<file path="src/tone_framer_defs.svh">
// Timing, flag and packet constants for the tone-digit data link framer.
`ifndef TONE_FRAMER_DEFS_SVH
`define TONE_FRAMER_DEFS_SVH
`define CLK_FREQ_HZ        50000000
`define TONE_TIME_MS       100
`define PAUSE_TIME_MS      100
`define FRAME_GAP_TIME_MS  200
`define TONE_CYCLES        ((`CLK_FREQ_HZ / 1000) * `TONE_TIME_MS)
`define PAUSE_CYCLES       ((`CLK_FREQ_HZ / 1000) * `PAUSE_TIME_MS)
`define FRAME_GAP_CYCLES   ((`CLK_FREQ_HZ / 1000) * `FRAME_GAP_TIME_MS)
`define START_FLAG_DIGIT   4'h0
`define END_FLAG_DIGIT     4'hC
`define MAX_PAYLOAD_BYTES  15
`define VER0_BYTES         2
`define VER1_BYTES         15
`define VER1_HEADER_BYTES  5
`define VERSION_ZERO       2'h0
`define VERSION_ONE        2'h1
`define VERSION_MSB        7
`define VERSION_LSB        6
`endif

</file>
<file path="src/tone_framer_pkg.sv">
// State types of the tone-digit framer's transmitter and receiver.
package tone_framer_pkg;
  typedef enum logic [4:0] {
    TX_IDLE  = 5'h01,
    TX_GAP   = 5'h02,
    TX_TONE  = 5'h04,
    TX_PAUSE = 5'h08,
    TX_TAIL  = 5'h10
  } tx_state_t;
  typedef enum logic [3:0] {
    RX_HUNT  = 4'h1,
    RX_START = 4'h2,
    RX_BODY  = 4'h4,
    RX_END   = 4'h8
  } rx_state_t;
endpackage : tone_framer_pkg

</file>
<file path="src/tone_framer_if.sv">
// Bundle between the framer and its receive silence timer.
`timescale 1ns/10ps
`default_nettype none
interface silence_if;
  logic tone_present;
  logic digit_pulse;
  logic gap_pulse;
  modport timer (input tone_present, output digit_pulse, output gap_pulse);
  modport framer (output tone_present, input digit_pulse, input gap_pulse);
endinterface : silence_if
`default_nettype wire

</file>
<file path="src/silence_timer.sv">
// Classifies receive silences into symbol gaps and frame gaps.
`timescale 1ns/10ps
`default_nettype none
`include "tone_framer_defs.svh"
module silence_timer #(
  parameter int unsigned GAP_CYCLES = `FRAME_GAP_CYCLES
) (
  input  wire logic core_clk,   // System clock.
  input  wire logic rst,        // Asynchronous reset, active high.
  silence_if.timer  sil         // Tone level in, gap events out.
);
  logic [31:0] quiet_cnt_reg;
  logic        tone_d_reg;
  logic        gap_seen_reg;
  logic        gap_hit;
  assign gap_hit = (quiet_cnt_reg == GAP_CYCLES - 1) && !gap_seen_reg;
  // A falling tone marks the end of one digit.
  assign sil.digit_pulse = tone_d_reg && !sil.tone_present;
  // Silence of two symbol gaps or more is reported once as a frame gap.
  assign sil.gap_pulse = gap_hit && !sil.tone_present;
  // Counts quiet cycles; any tone restarts the count.
  always_ff @(posedge core_clk or posedge rst) begin
    if (rst) begin
      quiet_cnt_reg <= 32'h0;
      tone_d_reg    <= 1'b0;
      gap_seen_reg  <= 1'b1;
    end else begin
      tone_d_reg <= sil.tone_present;
      if (sil.tone_present) begin
        quiet_cnt_reg <= 32'h0;
        gap_seen_reg  <= 1'b0;
      end else begin
        if (!gap_hit)
          quiet_cnt_reg <= quiet_cnt_reg + 32'h1;
        if (gap_hit)
          gap_seen_reg <= 1'b1;
      end
    end
  end
endmodule : silence_timer
`default_nettype wire

</file>
<file path="src/tone_framer.sv">
// Tone-digit data link framer: builds and checks gap-flag-payload frames.
//
// Notes on behaviour
// - Sixteen tone digits, one nibble each.
// - Send one nibble per 200 ms only.
// - 100 ms tone then 100 ms silence.
// - Detect digits while voice shares channel.
// - No acknowledgement, no retry, no setup.
// - Unique flags frame payload, no stuffing.
// - 200 ms silence precedes and follows frame.
// - Start flag is digit zero.
// - End flag is digit C.
// - Payload holds at most fifteen bytes.
// - Broken sequence discarded, search restarts.
// - Header version field; version zero supported.
// - Version zero packet is two bytes.
// - Version one packet is fifteen bytes.
// - Identification page carries unit identifier.
// - Received identification pages get time stamp.
`timescale 1ns/10ps
`default_nettype none
`include "tone_framer_defs.svh"
module tone_framer #(
  parameter int unsigned TONE_CYC   = `TONE_CYCLES,
  parameter int unsigned PAUSE_CYC  = `PAUSE_CYCLES,
  parameter int unsigned GAP_CYC    = `FRAME_GAP_CYCLES,
  parameter int unsigned MAX_BYTES  = `MAX_PAYLOAD_BYTES
) (
  input  wire logic       core_clk,      // System clock, 50 MHz.
  input  wire logic       rst,           // Asynchronous reset, active high.
  input  wire logic       tx_start,      // Pulse: send held packet.
  input  wire logic       tx_page,       // Pulse: send identification page.
  input  wire logic [7:0] tx_len,        // Bytes in packet, 1 to 15.
  input  wire logic [7:0] tx_byte,       // Packet byte at tx_index.
  output logic      [3:0] tx_index,      // Byte index the framer reads.
  input  wire logic [7:0] unit_id,       // Unit identifier for pages.
  output logic            tx_busy,       // Frame being sent.
  output logic            tone_on,       // Drive tone to transceiver.
  output logic      [3:0] tone_digit,    // Digit code to transmit.
  input  wire logic       tone_valid,    // Transceiver digit-present pin.
  input  wire logic [3:0] tone_code,     // Transceiver decoded digit pins.
  output logic            rx_valid,      // Pulse: received byte ready.
  output logic      [7:0] rx_byte,       // Received byte.
  output logic      [3:0] rx_byte_index, // Position of received byte.
  output logic            rx_done,       // Pulse: frame accepted.
  output logic            rx_drop,       // Pulse: frame discarded.
  output logic            rx_page,       // Pulse: identification page seen.
  output logic      [7:0] page_id,       // Second byte of the last frame received, page or not.
  output logic     [31:0] page_stamp,    // Arrival time of last page.
  output logic     [31:0] time_now       // Free running time counter.
);
  // ==========================================================
  // Pin synchronisers
  // ==========================================================
  logic       valid_s1_reg;
  logic       valid_s2_reg;
  logic [3:0] code_s1_reg;
  logic [3:0] code_s2_reg;
  // Transceiver pins pass two flops before use.
  always_ff @(posedge core_clk or posedge rst) begin
    if (rst) begin
      valid_s1_reg <= 1'b0;
      valid_s2_reg <= 1'b0;
      code_s1_reg  <= 4'h0;
      code_s2_reg  <= 4'h0;
    end else begin
      valid_s1_reg <= tone_valid;
      valid_s2_reg <= valid_s1_reg;
      code_s1_reg  <= tone_code;
      code_s2_reg  <= code_s1_reg;
    end
  end

  // ==========================================================
  // Transmitter
  // ==========================================================
  tone_framer_pkg::tx_state_t tx_state_reg;
  tone_framer_pkg::tx_state_t tx_state_next;
  logic [31:0] tx_cnt_reg;
  logic [4:0]  tx_nib_reg;   // Nibble slot: 0 start, 1..2n data, last end.
  logic [4:0]  tx_last_reg;
  logic        tx_id_reg;
  logic [7:0]  tx_cur_byte;
  logic [3:0]  tx_nibble;
  logic        tx_cnt_done;
  logic [31:0] tx_limit;
  logic [7:0]  tx_len_clip;
  // clip payload: never more than fifteen bytes.
  assign tx_len_clip = (tx_len > MAX_BYTES[7:0]) ? MAX_BYTES[7:0] :
                       ((tx_len == 8'h00) ? 8'h01 : tx_len);
  // identification page: version zero header then the unit identifier.
  assign tx_cur_byte = tx_id_reg ?
    ((tx_index == 4'h0) ? {`VERSION_ZERO, 6'h00} : unit_id) : tx_byte;
  // nibble order: slot odd sends high nibble, even sends low.
  assign tx_index  = 4'((tx_nib_reg - 5'h1) >> 1);
  assign tx_nibble = tx_nib_reg[0] ? tx_cur_byte[7:4] : tx_cur_byte[3:0];
  // flags: digit 0 opens, digit C closes, payload unescaped.
  assign tone_digit = (tx_nib_reg == 5'h0) ? `START_FLAG_DIGIT :
                      (tx_nib_reg == tx_last_reg) ? `END_FLAG_DIGIT :
                      tx_nibble;
  assign tone_on = (tx_state_reg == tone_framer_pkg::TX_TONE);
  assign tx_busy = (tx_state_reg != tone_framer_pkg::TX_IDLE);
  assign tx_limit = (tx_state_reg == tone_framer_pkg::TX_TONE) ? TONE_CYC :
                    (tx_state_reg == tone_framer_pkg::TX_PAUSE) ? PAUSE_CYC :
                    GAP_CYC;
  assign tx_cnt_done = (tx_cnt_reg == tx_limit - 1);
  // pacing: gap, then tone plus pause per nibble, then gap.
  always_comb begin
    tx_state_next = tx_state_reg;
    case (tx_state_reg)
      tone_framer_pkg::TX_IDLE: begin
        if (tx_start || tx_page)
          tx_state_next = tone_framer_pkg::TX_GAP;
      end
      tone_framer_pkg::TX_GAP: begin
        if (tx_cnt_done)
          tx_state_next = tone_framer_pkg::TX_TONE;
      end
      tone_framer_pkg::TX_TONE: begin
        if (tx_cnt_done)
          tx_state_next = tone_framer_pkg::TX_PAUSE;
      end
      tone_framer_pkg::TX_PAUSE: begin
        if (tx_cnt_done)
          tx_state_next = (tx_nib_reg == tx_last_reg) ?
            tone_framer_pkg::TX_TAIL : tone_framer_pkg::TX_TONE;
      end
      tone_framer_pkg::TX_TAIL: begin
        // no retry: frame is sent once and forgotten.
        if (tx_cnt_done)
          tx_state_next = tone_framer_pkg::TX_IDLE;
      end
      default: tx_state_next = tone_framer_pkg::TX_IDLE;
    endcase
  end
  // Holds state, cycle count and nibble slot of the frame being sent.
  always_ff @(posedge core_clk or posedge rst) begin
    if (rst) begin
      tx_state_reg <= tone_framer_pkg::TX_IDLE;
      tx_cnt_reg   <= 32'h0;
      tx_nib_reg   <= 5'h0;
      tx_last_reg  <= 5'h1;
      tx_id_reg    <= 1'b0;
    end else begin
      tx_state_reg <= tx_state_next;
      tx_cnt_reg   <= (tx_state_next != tx_state_reg) ? 32'h0
                                                      : tx_cnt_reg + 32'h1;
      if (tx_state_reg == tone_framer_pkg::TX_IDLE) begin
        tx_nib_reg  <= 5'h0;
        tx_id_reg   <= tx_page && !tx_start;
        tx_last_reg <= (tx_page && !tx_start) ?
          5'(2 * `VER0_BYTES + 1) : 5'({tx_len_clip[3:0], 1'b0} + 5'h1);
      end else if (tx_state_reg == tone_framer_pkg::TX_PAUSE && tx_cnt_done)
        tx_nib_reg <= tx_nib_reg + 5'h1;
    end
  end

  // ==========================================================
  // Receiver
  // ==========================================================
  silence_if sil ();
  // gap classing: digit pin ignores voice, long quiet is frame gap.
  assign sil.tone_present = valid_s2_reg;
  silence_timer #(.GAP_CYCLES(GAP_CYC)) u_silence (
    .core_clk (core_clk),
    .rst      (rst),
    .sil      (sil.timer)
  );
  tone_framer_pkg::rx_state_t rx_state_reg;
  logic [3:0]  rx_code_reg;
  logic [3:0]  rx_hi_reg;
  logic        rx_half_reg;
  logic [4:0]  rx_cnt_reg;
  logic [7:0]  rx_first_reg;
  logic [7:0]  rx_next_byte;
  logic [4:0]  rx_expect;
  logic        rx_len_ok;
  logic        rx_is_page;
  logic        rx_is_start;
  logic        rx_is_end;
  assign rx_next_byte = {rx_hi_reg, rx_code_reg};
  assign rx_is_start = (rx_code_reg == `START_FLAG_DIGIT);
  assign rx_is_end   = (rx_code_reg == `END_FLAG_DIGIT);
  // length by version: zero is two bytes, one is fifteen.
  assign rx_expect =
    (rx_first_reg[`VERSION_MSB:`VERSION_LSB] == `VERSION_ZERO) ?
    5'(`VER0_BYTES) :
    (rx_first_reg[`VERSION_MSB:`VERSION_LSB] == `VERSION_ONE) ?
    5'(`VER1_BYTES) : 5'h1F;
  assign rx_len_ok = !rx_half_reg && (rx_cnt_reg == rx_expect);
  // version check: only version zero frames are pages.
  assign rx_is_page =
    (rx_first_reg[`VERSION_MSB:`VERSION_LSB] == `VERSION_ZERO);
  // Free running time base for page stamps.
  always_ff @(posedge core_clk or posedge rst) begin
    if (rst)
      time_now <= 32'h0;
    else
      time_now <= time_now + 32'h1;
  end
  // digit capture: latch the four-bit code while tone is present.
  always_ff @(posedge core_clk or posedge rst) begin
    if (rst)
      rx_code_reg <= 4'h0;
    else if (valid_s2_reg)
      rx_code_reg <= tone_code_s2();
  end
  function automatic logic [3:0] tone_code_s2();
    return code_s2_reg;
  endfunction : tone_code_s2
  // frame hunt: sequence gap, start, payload, end, gap, else discard.
  always_ff @(posedge core_clk or posedge rst) begin
    if (rst) begin
      rx_state_reg  <= tone_framer_pkg::RX_HUNT;
      rx_hi_reg     <= 4'h0;
      rx_half_reg   <= 1'b0;
      rx_cnt_reg    <= 5'h0;
      rx_first_reg  <= 8'h00;
      rx_valid      <= 1'b0;
      rx_byte       <= 8'h00;
      rx_byte_index <= 4'h0;
      rx_done       <= 1'b0;
      rx_drop       <= 1'b0;
      rx_page       <= 1'b0;
      page_id       <= 8'h00;
      page_stamp    <= 32'h0;
    end else begin
      rx_valid <= 1'b0;
      rx_done  <= 1'b0;
      rx_drop  <= 1'b0;
      rx_page  <= 1'b0;
      case (rx_state_reg)
        tone_framer_pkg::RX_HUNT: begin
          if (sil.gap_pulse)
            rx_state_reg <= tone_framer_pkg::RX_START;
        end
        tone_framer_pkg::RX_START: begin
          rx_half_reg <= 1'b0;
          rx_cnt_reg  <= 5'h0;
          // start detect: digit zero after a gap opens a frame.
          if (sil.digit_pulse)
            rx_state_reg <= rx_is_start ? tone_framer_pkg::RX_BODY
                                        : tone_framer_pkg::RX_HUNT;
        end
        tone_framer_pkg::RX_BODY: begin
          if (sil.gap_pulse) begin
            rx_drop      <= 1'b1;
            rx_state_reg <= tone_framer_pkg::RX_START;
          end else if (sil.digit_pulse) begin
            // end detect: C at the version's length closes payload.
            if (rx_is_end && !rx_half_reg && rx_cnt_reg == rx_expect)
              rx_state_reg <= tone_framer_pkg::RX_END;
            else if (!rx_half_reg) begin
              rx_hi_reg   <= rx_code_reg;
              rx_half_reg <= 1'b1;
            end else if (rx_cnt_reg == 5'(MAX_BYTES)) begin
              // overflow: sixteenth byte discards the frame.
              rx_drop      <= 1'b1;
              rx_state_reg <= tone_framer_pkg::RX_HUNT;
            end else begin
              rx_half_reg   <= 1'b0;
              rx_cnt_reg    <= rx_cnt_reg + 5'h1;
              rx_valid      <= 1'b1;
              rx_byte       <= rx_next_byte;
              rx_byte_index <= rx_cnt_reg[3:0];
              if (rx_cnt_reg == 5'h0)
                rx_first_reg <= rx_next_byte;
              if (rx_cnt_reg == 5'h1)
                page_id <= rx_next_byte;
            end
          end
        end
        tone_framer_pkg::RX_END: begin
          if (sil.digit_pulse) begin
            rx_drop      <= 1'b1;
            rx_state_reg <= tone_framer_pkg::RX_HUNT;
          end else if (sil.gap_pulse) begin
            rx_state_reg <= tone_framer_pkg::RX_START;
            rx_done      <= rx_len_ok;
            rx_drop      <= !rx_len_ok;
            // page stamp: record arrival time of a page.
            if (rx_len_ok && rx_is_page) begin
              rx_page    <= 1'b1;
              page_stamp <= time_now;
            end
          end
        end
        default: rx_state_reg <= tone_framer_pkg::RX_HUNT;
      endcase
    end
  end
endmodule : tone_framer
`default_nettype wire

</file>
<file path="config.mk">
export PLATFORM = sky130hd
export DESIGN_NAME = tone_framer
export DESIGN_NICKNAME = d
export VERILOG_FILES = /design/src/tone_framer_pkg.sv /design/src/tone_framer_if.sv /design/src/silence_timer.sv /design/src/tone_framer.sv
export VERILOG_INCLUDE_DIRS = /design/src
export SDC_FILE = /design/constraint.sdc
export NUM_CORES = 1
export LEC_CHECK = 0
export BUFFER_PORTS_ARGS = -buffer_cell sky130_fd_sc_hd__buf_2
export CAP_MARGIN = 10
export CORE_ASPECT_RATIO = 1.1
export CORE_MARGIN = 3
export CORE_UTILIZATION = 39
export CTS_CLUSTER_DIAMETER = 60
export DETAILED_ROUTE_END_ITERATION = 8
export GPL_TIMING_DRIVEN = 0
export PLACE_DENSITY = 0.67
export SYNTH_ARGS = -nofsm -noshare
export SYNTH_HDL_FRONTEND = slang
export SYNTH_SLANG_ARGS = --single-unit
</file>
<file path="constraint.sdc">
create_clock -name core_clk -period 17.8 [get_ports core_clk]
set_input_delay 1.78 -clock core_clk [delete_from_list [all_inputs] [get_ports core_clk]]
set_output_delay 1.78 -clock core_clk [all_outputs]
set_load 0.01 [all_outputs]
</file>
==> flow_summary.toml <==
[run_status]
status = "completed"

[yosys]
ys_types = 56
synth_nets = 928
yosysTopAreaCell = "dfrtp_1"
synth_top_area_share_pct = 50.9
synth_commonest_cells = "196 x dfrtp_1, 66 x nand2_1, 54 x nor3_1"
synth_area_leaders = "dfrtp_1 51%, mux2_4 4.7%, xor2_1 4.5%, xnor2_1 3.9%, mux2_2 3.9%"
async_reset_ff_share_pct = 100
ys_seq_area_share_pct = 51.7
syn_area_per_cell_sq_um = 10.9
synthCells = 885
ys_ff_latch = 199
syn_area_sq_mm = 0.00963
synth_warnings = 0
yosysMostFrequentCell = "dfrtp_1"
synthFlopType = "dfrtp_1"
synth_edf_count = 0

[timing]
relSlewSlack_pct = 17.3
holdWs_ps = 349
worstMarginPinSlew_ps = 1220
rsz0062_at_grt = "no"
fmax_mhz = 210
finalSetupViolCount = 0
fin_crit_ps = 4760
hold_viol_final = 0
clock-skew-final_ps = 14.5
slew_violations = 0
postLayoutSetupSlackWorst_ps = 13040
setup_tns_ps = 0
fin_crit_sh_pct = 26.7

[die]
die_area_sq_mm = 0.0266
rows = 59
dieHeight_um = 171
initial_core_util_pct = 40.1
die_x_um = 156
core_area_sq_mm = 0.0240
ios = 131

[power]
power_leakage_nw = 5.33
total_power_mw = 0.865
power_density_mw_per_mm2 = 76.6
peakVddDrop_v = 0.0000534

[run]
max_cap_violations = 0

[cts]
worstSkewPairLatency_ps = 430
h-tree-depth = 4
cts_tree = "yes"
numCtsBuffers = 17
clk_pin_slew_ps = 80
hold_buffers = 0
cts.sinks = 199
root_buffer = "clkbuf_16"
ctsResizeCount = 0
cts_max_path_buffers = 2
cts_setup_buffers = 0

[setup_path]
crit_required_ps = 16020
cp.arrival_ps = 2980
critPathLaunchType = "flop"
cp-end-kind = "primary output"
crit_type = "reg -> out"
path_max_fanout = 10

[grt]
grt_max_degree = 125
grt_pass1_wl_mm = 35.9
antenna_found_initial = 0
track_usage_pct = 16.3
grt_pass1_vias = 7217
grt-ovfl-total = 0

[detailed_routing]
wl_met2_mm = 9.96
drt-met1-wl_mm = 9.85
vias = 7239
wl_mm = 21.2
wl_per_cell_um = 15.6
initialDrtViolationCount = 413
firstDrtPassIters = 5
top_layer = "met4"
routed_via_density = 5.35
ant_nets = 0
drc = 0
met3_length_mm = 1.13

[layout]
regArea_sq_mm = 0.00498
layoutNonFillerInstCount = 1354
multi_input_area_sq_mm = 0.00436
area_growth_pct = 17.3
final_layout_size_suffix_gt1_share_pct = 23.5
nNetsFinal = 1079
diodes = 0
nFillCells = 2194

[place]
dp.cells = 1321
portBuffers = 130
dp_slack_ps = 13400
dp_hpwl_mm = 14.9
gp_congestion = 0.863

[hold_path]
hold_class = "reg -> reg"
==> routing by layer <==
metal	vias to the layer above	global-route usage, %
met3	18	3.92
met5	-	0
met4	0	3.57
met1	3553	22.6
li1	3481	-
met2	187	26.2
==> cell usage in the layout, fill, tap and decap left out, types with 8 or more instances in the layout <==
cell type  synthesis  final
mux2_4            30     30
or3_1             11     11
o21ai_0           23     23
nor3b_1            9      9
nor4_1            29     29
and4_1            10     10
nor4b_1            8      8
xor2_1            50     50
buf_2              2    133
xnor2_1           43     43
a21oi_1           26     26
nand2_1           66     66
clkbuf_1          31     32
inv_1             23     22
mux2_2            33     33
and3_1            13     13
dfrtp_1          196    196
nor2_1            51     51
nand4_1           32     32
nor3_1            54     54
ha_1              10     10
clkbuf_16          0     17
nand3_1           45     45
or4_1             10     10
==> cell families after synthesis <==
kind of cell / Yosys count / synth area share [%]
XOR/XNOR: 93 / 8.46
AND/OR/NAND/NOR: 373 / 21.1
multiplexers: 69 / 9.42
flip-flops: 199 / 51.7
AO/OA/AOI/OAI: 80 / 5.01
buffers and inverters: 61 / 2.99
adder cells (fa/ha/maj): 10 / 1.30
==> cell type report <==
class / count / area share [%]
Sequential cell: 199 / 44.1
Buffer: 38 / 1.78
Timing Repair Buffer: 132 / 6.05
Clock inverter: 14 / 1.45
Multi-Input combinational cell: 625 / 38.6
Inverter: 23 / 0.831
Tap cell: 305 / 3.38
Clock buffer: 18 / 3.80
==> power breakdown <==
group	switching, mW	total [mW]	internal [mW]
logic	0.0136	0.0197	0.00618
registers	0.00278	0.457	0.454
clock network	0.187	0.388	0.201
total	0.203	0.865	0.662
==> worst max-delay path, stage by stage, from the launching register on <==
cell	delay, ps
dfrtp_1	400
clkbuf_1	390
inv_1	150
ha_1	260
xor2_1	170
or4_1	640
nand3_1	120
a32o_1	190
a21oi_1	70
buf_2	160
==> path summary, 6_finish.rpt <==
path	end	from	slack, ps	cells past startpoint
setup / recovery	tone_digit[3]	tx_nib_reg[0]	13040	9
hold / removal	code_s2_reg[0]	code_s1_reg[0]	350	0
setup reg to reg	page_stamp[0]	u_silence.quiet_cnt_reg[14]	14560	7
hold reg to reg	code_s2_reg[0]	code_s1_reg[0]	350	0
max in group asynchronous	tx_cnt_reg[3]	rst	15390	3
min in group asynchronous	page_id[4]	rst	1410	2
==> metrics by stage <==
stage,utilization (%),area [sq um]
after floorplan,-,9630
after global placement,44.4,10700
after detailed placement,44.6,10700
after CTS,47.1,11300
after global routing,47.1,11300
final,47.1,11300
Power figures use the tool's default switching activity.
